### config.mk
export PLATFORM = sky130hd
export DESIGN_NAME = dmod_top
export DESIGN_NICKNAME = d
export VERILOG_FILES = /design/src/rtl/dmod_pkg.sv /design/src/rtl/dmod_sel.sv /design/src/rtl/dmod_top.sv
export VERILOG_INCLUDE_DIRS = /design/src /design/src/rtl
export SDC_FILE = /design/constraint.sdc
export NUM_CORES = 1
export LEC_CHECK = 0
export BUFFER_PORTS_ARGS = -buffer_cell sky130_fd_sc_hd__buf_2
export CORE_ASPECT_RATIO = 0.9
export CORE_MARGIN = 1.5
export CORE_UTILIZATION = 51
export CTS_CLUSTER_SIZE = 30
export DETAILED_ROUTE_END_ITERATION = 6
export PLACE_DENSITY_LB_ADDON = 0.12
export SLEW_MARGIN = 20
export SYNTH_ARGS = -nofsm -noshare
export SYNTH_HDL_FRONTEND = slang
export SYNTH_SLANG_ARGS = --single-unit
### constraint.sdc
create_clock -name mclk -period 2.01 [get_ports mclk]
set_input_delay 0.201 -clock mclk [delete_from_list [all_inputs] [get_ports mclk]]
set_output_delay 0.201 -clock mclk [all_outputs]
set_load 0.05 [all_outputs]
### src/rtl/dmod_consts.svh
// Register map, field positions and reset values of the modulator
`ifndef DMOD_CONSTS_SVH
`define DMOD_CONSTS_SVH
// Byte offsets on the register bus
`define DMOD_OFS_CTRL   4'h0
`define DMOD_OFS_SRC    4'h4
`define DMOD_OFS_HIGH_TIME_CARRIER   4'h8
`define DMOD_OFS_LOW_TIME_CARRIER   4'hC
// Control register fields
`define DMOD_EN_BIT     7
`define DMOD_OINV_BIT   4
`define DMOD_STAT_BIT   3
`define DMOD_SWBIT_BIT  0
// Carrier control register fields
`define DMOD_CINV_BIT   6
`define DMOD_CSYNC_BIT  5
`define DMOD_SEL_MSB    3
// Source codes and widths
`define DMOD_SEL_W      4
`define DMOD_NSRC       16
`define DMOD_SEL_SW     4'h0
`define DMOD_CAR_GND    4'h0
`define DMOD_CAR_RSVD   4'h9
// Reset values
`define DMOD_CTRL_RST   8'h00
`define DMOD_SEL_RST    4'h0
`endif

### src/rtl/dmod_pkg.sv
// Types shared by the modulator modules
package dmod_pkg;
`include "dmod_consts.svh"
  typedef logic [`DMOD_SEL_W-1:0] dmod_sel_t;
  typedef enum logic [0:0] {BUS_IDLE, BUS_ANSWER} dmod_bus_t;
  // Selector state: two sync stages and the chosen bit
  typedef struct packed {
    logic [`DMOD_NSRC-1:0] s1;
    logic [`DMOD_NSRC-1:0] s2;
    logic                  pick;
  } dmod_sel_st_t;
  // Top-level state
  typedef struct packed {
    logic      en;
    logic      out_inv;
    logic      sw_bit;
    dmod_sel_t mod_sel;
    logic      hi_inv;
    logic      hi_sync;
    dmod_sel_t hi_sel;
    logic      lo_inv;
    logic      lo_sync;
    dmod_sel_t lo_sel;
    dmod_bus_t bus;
    logic [31:0] rdata;
    logic      car_h_q;
    logic      car_l_q;
    logic      hi_act;
    logic      lo_act;
    logic      mod_out;
    logic      stat_s1;
    logic      stat_s2;
  } dmod_state_t;
endpackage

### src/rtl/dmod_sel.sv
// Two-stage synchroniser and 16-way source selector
`timescale 1ns/1ps
`include "dmod_consts.svh"
module dmod_sel
(
  // Clock and reset
  input  wire logic                  mclk,
  input  wire logic                  rst_n,
  // Sources and selection
  input  wire logic [`DMOD_NSRC-1:0] src_in,
  input  wire dmod_pkg::dmod_sel_t   sel,
  // Selected signal, registered
  output logic                       sel_out
);
  import dmod_pkg::*;

  dmod_sel_st_t st_ff;
  dmod_sel_st_t nxt_st;

  // Stage one feeds stage two only; mux reads stage two
  always_comb
  begin
    nxt_st      = st_ff;
    nxt_st.s1   = src_in;
    nxt_st.s2   = st_ff.s1;
    nxt_st.pick = st_ff.s2[sel];
  end

  always_ff @(posedge mclk or negedge rst_n)
  begin
    if (!rst_n)
      st_ff <= '0;
    else
      st_ff <= nxt_st;
  end

  assign sel_out = st_ff.pick;
endmodule

### src/rtl/dmod_top.sv
// Data signal modulator with Avalon-MM register slave
`timescale 1ns/1ps
`include "dmod_consts.svh"
// Operation
// - Output mixes the modulator with the carrier active for its level.
// - Disabled: carrier selects forced to ground, modulator to software bit.
// - Synced carrier persists to its falling edge; returning waits for one.
// - Low sync set: wait for low carrier fall before leaving it.
// - High carrier inverted when high invert bit 6 is set.
// - Low carrier inverted by its own invert bit, independently.
// - High sync bit 5: wait for high carrier fall before leaving it.
// - Without sync, carriers switch at once; narrow pulses may appear.
// - Enable bit 7 turns mixing on; cleared gives no output.
// - Output invert bit 4 inverts output so it idles high.
// - Read-only bit 3 shows current output; unreliable for fast signals.
// - Software bit 0 drives modulation only with source code 0000.
// - Modulator source field picks one of sixteen documented sources.
// - High carrier field picks ground, pins, clocks, units or cells.
// - Logic keeps running unchanged while the system sleeps.
// - Any reset disables the modulator and restores register defaults.
// - Control bits clear on reset; selection fields reset too.
// - Unimplemented bits read zero and ignore writes.
module dmod_top
(
  // Clock and reset
  input  wire logic                  mclk,
  input  wire logic                  rst_n,
  // Avalon-MM slave
  input  wire logic [3:0]            address,
  input  wire logic                  read,
  input  wire logic                  write,
  input  wire logic [3:0]            byteenable,
  input  wire logic [31:0]           writedata,
  output logic [31:0]                readdata,
  output logic                       waitrequest,
  // Source vectors, bit index equals select code
  input  wire logic [`DMOD_NSRC-1:0] mod_src_in,
  input  wire logic [`DMOD_NSRC-1:0] carrier_src_in,
  // Modulated output pin
  output logic                       mod_pin_out
);
  import dmod_pkg::*;

  dmod_state_t st_ff;
  dmod_state_t nxt_st;

  logic                  req;
  logic                  wr_go;
  logic [7:0]            wbyte;
  dmod_sel_t             mod_sel_eff;
  dmod_sel_t             hi_sel_eff;
  dmod_sel_t             lo_sel_eff;
  logic [`DMOD_NSRC-1:0] car_vec;
  logic                  mod_pick;
  logic                  hi_pick;
  logic                  lo_pick;
  logic                  mod_sig;
  logic                  car_h;
  logic                  car_l;
  logic                  h_fall;
  logic                  l_fall;
  logic                  mixed;

  // Pack one carrier control byte; unused bits read as zero
  function automatic logic [7:0] car_byte(input logic inv,
                                          input logic sync,
                                          input dmod_sel_t sel);
    car_byte = 8'h00;
    car_byte[`DMOD_CINV_BIT] = inv;
    car_byte[`DMOD_CSYNC_BIT] = sync;
    car_byte[`DMOD_SEL_MSB:0] = sel;
  endfunction

  // Bus handshake: one wait cycle, answer on the second
  assign req         = read | write;
  assign waitrequest = req & (st_ff.bus == BUS_IDLE);
  assign wr_go       = write & ~waitrequest & byteenable[0];
  assign wbyte       = writedata[7:0];
  assign readdata    = st_ff.rdata;

  // Disabled module forces grounded carriers and software data
  assign mod_sel_eff = st_ff.en ? st_ff.mod_sel : `DMOD_SEL_SW;
  assign hi_sel_eff  = st_ff.en ? st_ff.hi_sel : `DMOD_CAR_GND;
  assign lo_sel_eff  = st_ff.en ? st_ff.lo_sel : `DMOD_CAR_GND;

  // Ground and the reserved code carry nothing, whatever is wired
  always_comb
  begin
    car_vec = carrier_src_in;
    car_vec[`DMOD_CAR_GND] = 1'b0;
    car_vec[`DMOD_CAR_RSVD] = 1'b0;
  end

  // Source selectors; external pins are synchronised inside
  dmod_sel u_mod_sel
  (
    .mclk    (mclk),
    .rst_n   (rst_n),
    .src_in  (mod_src_in),
    .sel     (mod_sel_eff),
    .sel_out (mod_pick)
  );

  dmod_sel u_hi_sel
  (
    .mclk    (mclk),
    .rst_n   (rst_n),
    .src_in  (car_vec),
    .sel     (hi_sel_eff),
    .sel_out (hi_pick)
  );

  dmod_sel u_lo_sel
  (
    .mclk    (mclk),
    .rst_n   (rst_n),
    .src_in  (car_vec),
    .sel     (lo_sel_eff),
    .sel_out (lo_pick)
  );

  // Software bit bypasses the synchroniser, it is already local
  assign mod_sig = (mod_sel_eff == `DMOD_SEL_SW) ?
                   st_ff.sw_bit : mod_pick;

  // Per-carrier polarity, each on its own bit
  assign car_h = hi_pick ^ st_ff.hi_inv;
  assign car_l = lo_pick ^ st_ff.lo_inv;

  // Falling edges of the polarised carriers
  assign h_fall = st_ff.car_h_q & ~car_h;
  assign l_fall = st_ff.car_l_q & ~car_l;

  // Each active carrier gated onto the output; disable kills it
  assign mixed = st_ff.en &
                 ((st_ff.hi_act & car_h) |
                  (st_ff.lo_act & car_l));

  // Next-state logic for registers, sync and output
  always_comb
  begin
    nxt_st = st_ff;
    nxt_st.car_h_q = car_h;
    nxt_st.car_l_q = car_l;

    // Carrier hand-over; no sleep gating, runs on every edge
    if (mod_sig)
    begin
      // Synced low carrier lingers until its falling edge
      nxt_st.lo_act = st_ff.lo_act & st_ff.lo_sync & ~l_fall;
      // High carrier: at once, or at its next falling edge
      nxt_st.hi_act = st_ff.hi_act | ~st_ff.hi_sync | h_fall;
    end
    else
    begin
      nxt_st.hi_act = st_ff.hi_act & st_ff.hi_sync & ~h_fall;
      nxt_st.lo_act = st_ff.lo_act | ~st_ff.lo_sync | l_fall;
    end

    // Registered pin value, polarity applied last
    nxt_st.mod_out = mixed ^ st_ff.out_inv;

    // Status readback crosses two flops first
    nxt_st.stat_s1 = st_ff.mod_out;
    nxt_st.stat_s2 = st_ff.stat_s1;

    // Bus phase and read capture
    case (st_ff.bus)
      BUS_IDLE:
      begin
        if (req)
        begin
          nxt_st.bus = BUS_ANSWER;
          nxt_st.rdata = 32'h0000_0000;
          if (read)
          begin
            case (address)
              `DMOD_OFS_CTRL:
              begin
                nxt_st.rdata[`DMOD_EN_BIT] = st_ff.en;
                nxt_st.rdata[`DMOD_OINV_BIT] = st_ff.out_inv;
                nxt_st.rdata[`DMOD_STAT_BIT] = st_ff.stat_s2;
                nxt_st.rdata[`DMOD_SWBIT_BIT] = st_ff.sw_bit;
              end
              `DMOD_OFS_SRC:
                nxt_st.rdata[`DMOD_SEL_MSB:0] = st_ff.mod_sel;
              `DMOD_OFS_HIGH_TIME_CARRIER:
                nxt_st.rdata[7:0] = car_byte(st_ff.hi_inv,
                                             st_ff.hi_sync,
                                             st_ff.hi_sel);
              `DMOD_OFS_LOW_TIME_CARRIER:
                nxt_st.rdata[7:0] = car_byte(st_ff.lo_inv,
                                             st_ff.lo_sync,
                                             st_ff.lo_sel);
              default:
                nxt_st.rdata = 32'h0000_0000;
            endcase
          end
        end
      end
      BUS_ANSWER:
        nxt_st.bus = BUS_IDLE;
      default:
        nxt_st.bus = BUS_IDLE;
    endcase

    // Writes land on the answering edge; only real bits stored
    if (wr_go)
    begin
      case (address)
        `DMOD_OFS_CTRL:
        begin
          nxt_st.en = wbyte[`DMOD_EN_BIT];
          nxt_st.out_inv = wbyte[`DMOD_OINV_BIT];
          nxt_st.sw_bit = wbyte[`DMOD_SWBIT_BIT];
        end
        `DMOD_OFS_SRC:
          nxt_st.mod_sel = wbyte[`DMOD_SEL_MSB:0];
        `DMOD_OFS_HIGH_TIME_CARRIER:
        begin
          nxt_st.hi_inv = wbyte[`DMOD_CINV_BIT];
          nxt_st.hi_sync = wbyte[`DMOD_CSYNC_BIT];
          nxt_st.hi_sel = wbyte[`DMOD_SEL_MSB:0];
        end
        `DMOD_OFS_LOW_TIME_CARRIER:
        begin
          nxt_st.lo_inv = wbyte[`DMOD_CINV_BIT];
          nxt_st.lo_sync = wbyte[`DMOD_CSYNC_BIT];
          nxt_st.lo_sel = wbyte[`DMOD_SEL_MSB:0];
        end
        default:
          nxt_st.en = st_ff.en;
      endcase
    end
  end

  // State register; a single reset stands for every reset source,
  // so selection fields take a defined zero instead of unknown
  always_ff @(posedge mclk or negedge rst_n)
  begin
    if (!rst_n)
    begin
      st_ff <= '0;
      st_ff.mod_sel <= `DMOD_SEL_RST;
      st_ff.hi_sel <= `DMOD_SEL_RST;
      st_ff.lo_sel <= `DMOD_SEL_RST;
    end
    else
    begin
      st_ff <= nxt_st;
    end
  end

  assign mod_pin_out = st_ff.mod_out;
endmodule

After elaboration in Yosys (flattened, before gate mapping)
Cells that the tools add are included.
{"block": "op_classes", "n_lt_le_gt_ge": 3, "reduce_logical": 7, "n_mux": 20, "bitwise": 29, "eq_ne": 3}
{"cell": "two-way mux 33 bit", "count": 1}
{"cell": "less-than comparator 4 x 5 -> 1 bit, second input constant", "count": 3}
{"cell": "AND 1 bit", "count": 12}
{"cell": "binary-select mux 1 bit (select 4 bit)", "count": 3}
{"cell": "two-way mux 4 bit", "count": 3}
{"cell": "AND reduction 2 bit", "count": 5}
{"cell": "equality test 4 bit, second input constant", "count": 2}
{"cell": "zero test 4 bit", "count": 2}
{"cell": "two-way mux 8 bit", "count": 1}
{"cell": "inverter 1 bit", "count": 8}
{"cell": "one-hot mux 1 bit (4 select lines)", "count": 2}
{"cell": "two-way mux 1 bit", "count": 6}
{"cell": "bitwise OR 1 bit", "count": 6}
{"cell": "one-hot mux 2 bit (3 select lines)", "count": 1}
{"cell": "equality test 4 x 3 -> 1 bit, second input constant", "count": 1}
{"cell": "one-hot mux 2 bit (2 select lines)", "count": 1}
{"cell": "bitwise XOR 1 bit", "count": 3}
{"cell": "two-way mux 2 bit", "count": 1}
{"cell": "one-hot mux 1 bit (2 select lines)", "count": 1}
{"block": "totals", "reg_bits": 122, "input_bits": 76, "wordCells": 88, "out_inout_bits": 34}

Depth between registers and ports, before layout
Gate-level depths: netlist of the first run.
{"block": "logic_depth", "word_depth": 6, "ltp_mapped": 6, "ltp_nobuf": 4}

Hierarchy
From an unflattened synthesis of the first run, not the netlist that was laid out.
{"block": "unflattened", "hier_cells": 281, "hier_area_um2": 4719.5}
{"mod": "dmod_sel", "cells_each": 40, "seq_area_each_um2": 825.8, "area_each_um2": 960.9, "n_inst": 3}
{"mod": "dmod_top", "cells_each": 161, "seq_area_each_um2": 875.8, "area_each_um2": 1836.8, "n_inst": 1}

Worst setup path before layout of the first run
Ideal clock, no wire load.
{"block": "synth_path", "path_type": "register to register", "from": "register st_ff[46] (netlist name)", "to": "register u_hi_sel.st_ff (netlist bit u_hi_sel.sel_out)", "arrival_ns": 1.287, "setup_slack_ns": 0.592, "setup_ns": 0.131, "required_time_ns": 1.879, "path_stages_with_launch": 6, "period_less_slack_ns": 1.418, "path_buffers": 1, "path_cell_list": "dfrtp_1 -> buf_6 -> mux2_4 -> a2111oi_2 -> o21bai_1 -> nor4b_1"}
{"element": "from (decl)", "line_no": "dmod_top.sv:44", "text": "dmod_state_t st_ff;"}
{"element": "from (signal assigned)", "line_no": "dmod_top.sv:250", "text": "st_ff <= nxt_st;"}
{"element": "to (signal assigned)", "line_no": "dmod_sel.sv:34", "text": "st_ff <= nxt_st;"}
{"element": "to (decl)", "line_no": "dmod_sel.sv:17", "text": "dmod_sel_st_t st_ff;"}

Final worst setup path of the first run
{"block": "layout_path", "from": "register st_ff[39] (netlist name)", "to": "output port waitrequest"}
{"block": "layout_via", "elab_chain_len": 2}
{"element": "inverter 1 bit"}
{"element": "AND 1 bit", "line_no": "dmod_top.sv:76", "text": "assign waitrequest = req & (st_ff.bus == BUS_IDLE);"}
{"element": "to (decl)", "line_no": "dmod_top.sv:35", "text": "output logic waitrequest,"}
No other way between the ends.

==> results.json, run 1 <==
{
  "grt_first_pass_wirelength_mm": 10.7,
  "setup_slack_ns": 0.373,
  "post-route-drc-count": 0,
  "crit_slowest_cell": "dfrtp_1",
  "synth_edf_count": 0,
  "synth_cells": 266,
  "slew_headroom": 0.653,
  "dp.cells": 401,
  "instances_no_fill": 448,
  "p_leak_nw": 2.16,
  "crit_path_cell_trace": "o21bai_1 -> buf_4 -> inv_1 -> buf_2",
  "grt_overflow": 0,
  "ioPinCount": 110,
  "slowest_delay_ns": 0.42,
  "dp_slack_ns": 0.394,
  "regToRegSetupSlack_ns": 0.40,
  "max-cap-violations": 0,
  "skew_ns": 0.00467,
  "cts_resized": 0,
  "fin_crit_ns": 1.64,
  "synth-seq-cells": 98,
  "start_util": 0.534,
  "diodes": 0,
  "yosys_warnings": 0,
  "crit_fanout": 9,
  "rsz0062_at_grt": "false",
  "routed_wl_mm": 6.33,
  "die-area_um2": 8060,
  "numCtsBuffers": 9,
  "drive_above_1_share": 0.324,
  "clock_path_buffers": 2,
  "grt_util_all_layers": 0.179,
  "gp_congestion": 0.781,
  "seq_area_frac_synth": 0.639,
  "drtIter0Drc": 92,
  "die_h_um": 85.3,
  "cts-root-buf": "clkbuf_8",
  "fp.coreArea_um2": 7180,
  "finalHoldViolCount": 0,
  "fin_nets": 426,
  "clkLatencyLatePin_ns": 0.36,
  "drv_slew": 0,
  "criticalPathCategory": "reg2out",
  "setup_viol": 0,
  "first_pass_iters": 4,
  "ys_async_sr_fraction": 1.00,
  "grt_max_degree": 72,
  "avgSynthCellArea_um2": 14.4,
  "portBuffers": 56,
  "ys_types": 43,
  "cts_tree": "built",
  "detail_route.wl_per_cell_um": 14.1,
  "p_per_area_nw_per_um2": 894,
  "outcome": "complete, no violations",
  "dieWidth_um": 94.5,
  "syn_to_final_growth_pct": 19.1,
  "rows": 29,
  "cp.arrival_ns": 1.44,
  "syn-cell-area_um2": 3840,
  "fin_crit_sh": 0.814,
  "max_freq_ghz": 0.611,
  "viasPerCell": 4.95,
  "cp-end-kind": "primary output",
  "ctsHtreeMaxLevel": 3,
  "min_path_type": "in2reg",
  "hpwlAfterDp_mm": 4.32,
  "startpoint_type": "flip-flop",
  "vias": 2216,
  "required_ns": 1.81,
  "fillCellCount": 549,
  "drtAntennaViolNets": 0,
  "vdd_drop_max_mv": 0.592,
  "synthFlopType": "dfrtp_1",
  "first_global_vias": 2193,
  "clock-sinks": 98,
  "fin_setup_tns_ns": 0,
  "clk_pin_slew_ns": 0.09,
  "antenna_found_initial": 0,
  "worst_slew_pin_slew_ns": 0.513
}
[report_power, final]
part / switching [mW] / internal, mW
Sequential: 0.141 / 2.13
Combinational: 0.328 / 0.282
Clock: 0.696 / 0.512
[layout make-up]
cell class	instances	area, µm²	share of cell area
sequential	98	2450	0.536
clock buffer	10	138	0.0301
tap	93	116	0.0254
timing repair buffer	91	636	0.139
clock inverter	6	57.6	0.0126
multi-input combinational	144	1150	0.252
inverter	6	22.5	0.00492
[registers in the layout, indices dropped and copies added, names as in the netlist]
name and flops:
u_mod_sel.sel_out 1, u_lo_sel.nxt_st 14, mod_pin_out 1, u_lo_sel.sel_out 1, u_mod_sel.nxt_st 16, u_lo_sel.st_ff 14, u_hi_sel.sel_out 1, nxt_st 1
st_ff 25, readdata 8, u_mod_sel.st_ff 16
[routing by layer]
metal,vias up,wire [µm],track usage
met4,0,88,0.0611
met1,1097,2990,0.245
met3,9,344,0.0600
li1,1038,-,-
met2,72,2910,0.269
met5,-,0,0
[placed cells by master, fill, tap and decap left out, drive strengths merged, types with 4 or more instances in the layout]
| cell | netlist | routed |
|---|---|---|
| dfrtp | 98 | 98 |
| nand2b | 4 | 4 |
| nand2 | 13 | 13 |
| mux2 | 26 | 26 |
| mux2i | 7 | 7 |
| a22o | 5 | 5 |
| o21ai | 9 | 9 |
| mux4 | 7 | 7 |
| nand3 | 5 | 5 |
| nor2 | 6 | 6 |
| inv | 6 | 9 |
| conb | 1 | 24 |
| dlygate4sd3 | 0 | 31 |
| buf | 41 | 60 |
| clkbuf | 0 | 10 |
[repair_timing]
item	CTS	global route
hold endpoints to repair	57	0
setup buffers	0	0
hold buffers	31	0
[cell usage after synthesis, types with 3 or more instances]
cell,count,area [µm²]
nor2_1,6,22.5
nand2b_1,4,25.0
dfrtp_1,98,2450
buf_4,33,248
buf_2,6,30.0
inv_1,6,22.5
a22o_1,5,43.8
nand2_1,13,48.8
mux2i_1,7,70.1
mux4_2,7,158
nor4b_1,3,26.3
nand3_1,4,20.0
a21oi_1,3,15.0
mux2_2,25,282
o21ai_0,9,45.0
[worst paths after layout]
path                                           startpoint                             to  cells after the start
max in group asynchronous                           rst_n          st_ff[40]$_DFFE_PN0P_                      3
min in group asynchronous                           rst_n        readdata[5]$_DFFE_PN0P_                      2
setup reg to reg                    st_ff[58]$_DFFE_PN0P_    u_mod_sel.sel_out$_DFF_PN0_                      4
hold reg to reg            u_mod_sel.nxt_st[10]$_DFF_PN0_  u_mod_sel.st_ff[10]$_DFF_PN0_                      0
setup / recovery                      st_ff[39]$_DFF_PN0_                    waitrequest                      4
hold / removal                               writedata[7]          st_ff[58]$_DFFE_PN0P_                      2
[per-stage QoR]
stage          total power, mW  hold slack, ns  instance area [µm²]   util
3_3_place_gp              2.86           0.138                 4070  0.566
5_1_grt                   4.31          0.0586                 4570  0.637
6_report                  4.09          0.0771                 4570  0.637
3_5_place_dp              2.88           0.142                 4070  0.566
4_1_cts                   4.15          0.0638                 4570  0.637
2_1_floorplan             2.74         -0.0946                 3930      -
[logic make-up (layout without fill, tap and decap cells)]
| logic type | count (synthesis) | count (layout) | synth area share |
|---|---|---|---|
| flops | 98 | 98 | 0.639 |
| compound gates | 33 | 33 | 0.0642 |
| xor+xnor | 3 | 3 | 0.00684 |
| other cells | 1 | 24 | 0.000977 |
| buf+inv | 47 | 113 | 0.0841 |
| simple gates | 44 | 44 | 0.0688 |
| mux | 40 | 40 | 0.137 |
[critical path, delay by kind of cell (launching register included)]
kind	cells	cell delay, ns
buffers and inverters	3	0.50
DFF	1	0.42
AOI/OAI and AO/OA	1	0.16
Power figures use the tool's default switching activity.
==> run 2: changes to the inputs <==
Settings changed: ABC_AREA set to 1, CORE_UTILIZATION 51 to 52.
Clock period 2.01 ns to 1.7 ns, I/O delays scaled along.
==> run 2 against run 1 <==
Against the previous run:
- count of clock-buffer cells in the layout is the same
- critical endpoint unchanged
- sequential cell count did not move
- critical path depth did not move
- total power is 26% higher
- first-iteration DRC count is 53% higher
- register-to-register slack worse by 0.11 ns
- worst hold slack worse by 0.019 ns
- largest power group unchanged
==> results.json, run 2 <==
{
  "synth-xor-area-share": 0.00639,
  "worst_slew_pin_slew_ns": 0.557,
  "seq_area_frac_synth": 0.597,
  "drv_slew": 0,
  "synth_cells": 432,
  "synthAdderAreaFrac": 0,
  "seq_area_um2": 2450,
  "viasPerCell": 4.68,
  "slowest_delay_ns": 0.38,
  "max-cap-violations": 0,
  "grt_max_degree": 42,
  "total_power_mw": 5.14,
  "largest_register_ff_count": 25,
  "grt_first_pass_wirelength_mm": 12.1,
  "multi_input_comb_area_um2": 1210,
  "regToRegSetupSlack_ns": 0.29,
  "rsz0062_at_grt": "false",
  "clkLatencyLatePin_ns": 0.36,
  "clock-sinks": 98,
  "synth_top_family_by_area": "simple AND/OR/NAND/NOR gates",
  "regMostFlops": "st_ff",
  "required_ns": 1.53,
  "cp.arrival_ns": 1.33,
  "post-route-drc-count": 0,
  "die_h_um": 87.3,
  "startpoint_type": "flip-flop",
  "vias": 2928,
  "finalHoldViolCount": 0,
  "cts_tree": "built",
  "avgSynthCellArea_um2": 9.51,
  "clk_pin_slew_ns": 0.10,
  "reg2reg_from": "st_ff[58]$_DFFE_PN0P_",
  "cp_common_cell": "inv_1",
  "worstHoldEndpoint": "st_ff[57]$_DFFE_PN0P_",
  "hpwlAfterDp_mm": 5.09,
  "cts-root-buf": "clkbuf_8",
  "drtIter0Drc": 141,
  "fp.coreArea_um2": 7580,
  "vdd_drop_max_mv": 0.772,
  "slew_headroom": 0.628,
  "ctsHtreeMaxLevel": 3,
  "synthFlopType": "dfrtp_1",
  "outcome": "complete, no violations",
  "diodes": 0,
  "synth-seq-cells": 98,
  "syn_to_final_growth_pct": 19.1,
  "final_cell_mix": "nand2_1, dfrtp_1, inv_1, buf_2, nand3_1",
  "detail_route.wl_per_cell_um": 11.3,
  "crit_slowest_cell": "dfrtp_1",
  "r2r.worst_path.cells": 7,
  "ioPinCount": 110,
  "reg2reg_to": "u_lo_sel.sel_out$_DFF_PN0_",
  "skew_ns": 0.0134,
  "grt_overflow": 0,
  "synth_area_leaders": "dfrtp_1, nand2_1, buf_4",
  "first_global_vias": 2663,
  "crit_fanout": 4,
  "min-delay-start": "writedata[4]",
  "crit_path_cell_trace": "inv_1 -> o21ai_0 -> inv_1 -> buf_2",
  "antenna_found_initial": 0,
  "rows": 30,
  "criticalPathCategory": "reg2out",
  "clock_path_buffers": 2,
  "synth.largest_area_cell": "dfrtp_1",
  "die-area_um2": 8450,
  "whs_path_depth": 3,
  "layout_commonest_cell": "nand2_1",
  "synth_edf_count": 0,
  "muxShareOfSynthArea": 0,
  "drive_above_1_share": 0.202,
  "p_leak_nw": 2.65,
  "synth_compound_area_frac": 0.0438,
  "fin_crit_ns": 1.50,
  "portBuffers": 56,
  "fillCellCount": 625,
  "synth_simple_gate_area_frac": 0.222,
  "fin_setup_tns_ns": 0,
  "max_freq_ghz": 0.668,
  "fin_crit_sh": 0.880,
  "synth_common_cells": "nand2_1, dfrtp_1, inv_1, nand3_1, buf_4",
  "yosys_warnings": 0,
  "start_util": 0.542,
  "ys_async_sr_fraction": 1.00,
  "grt_util_all_layers": 0.182,
  "fin_nets": 600,
  "drtAntennaViolNets": 0,
  "first_pass_iters": 4,
  "p_per_area_nw_per_um2": 1050,
  "gp_congestion": 0.938,
  "routed_wl_mm": 7.07,
  "min_path_type": "in2reg",
  "yosys.area.top_type_share": 0.597,
  "numCtsBuffers": 9,
  "ys_types": 24,
  "cp-end-kind": "primary output",
  "dieWidth_um": 96.7,
  "synth.most_common_cell": "nand2_1",
  "setup_viol": 0,
  "syn-cell-area_um2": 4110,
  "post-cts-setup-buffers": 0
}
-- run 2: report_power, final --
part	internal [mW]	switching [mW]
combinational	0.344	0.654
sequential	2.57	0.149
clock	0.603	0.816
-- run 2: area by class of cell --
type / instances / area share
Clock inverter: 6 / 0.0113
Tap cell: 96 / 0.0245
Sequential cell: 98 / 0.501
Clock buffer: 10 / 0.0281
Multi-Input combinational cell: 257 / 0.247
Inverter: 59 / 0.0453
Timing Repair Buffer: 99 / 0.142
-- run 2: routing by layer --
metal  share of wire  GRT usage  vias up
met1            0.47      0.244     1340
met2            0.46      0.294      101
li1                -          -     1478
met5               0          0        -
met4           0.012     0.0606        0
met3           0.057     0.0465        9
-- run 2: worst max path at each step --
stage,slack [ns],end,from
2_1_floorplan,0.44,readdata[1]$_DFFE_PN0P_,st_ff[39]$_DFF_PN0_
3_3_place_gp,0.20,u_lo_sel.sel_out$_DFF_PN0_,st_ff[58]$_DFFE_PN0P_
3_5_place_dp,0.19,u_lo_sel.sel_out$_DFF_PN0_,st_ff[58]$_DFFE_PN0P_
4_1_cts,0.17,u_lo_sel.sel_out$_DFF_PN0_,st_ff[58]$_DFFE_PN0P_
5_1_grt,0.11,waitrequest,st_ff[39]$_DFF_PN0_
6_report,0.20,waitrequest,st_ff[39]$_DFF_PN0_
-- run 2: metrics by stage --
step	cells	area, µm²	setup slack (ns)	hold slack [ns]	utilization
detailed placement	578	4390	0.187	0.175	0.579
CTS	625	4890	0.167	0.0464	0.645
global placement	578	4390	0.197	0.173	0.579
global route	625	4890	0.108	0.0445	0.645
floorplan	455	4200	0.445	-0.126	-
finish	625	4890	0.204	0.0582	0.645
-- run 2: what timing repair did --
action	CTS	global route
endpoints found under the setup margin	0	1
hold buffers	31	0
resized for setup	0	1
endpoints found under the hold margin	68	0
-- run 2: cells by family after synthesis --
logic type / count (synthesis)
xor+xnor: 3
buf+inv: 100
other cells: 1
flops: 98
compound gates: 27
simple gates: 203
-- run 2: worst max-delay path, delay by kind of cell, from the launching register on --
kind | cells | cell delay (ns)
flops | 1 | 0.38
compound gates | 1 | 0.11
buf+inv | 3 | 0.49
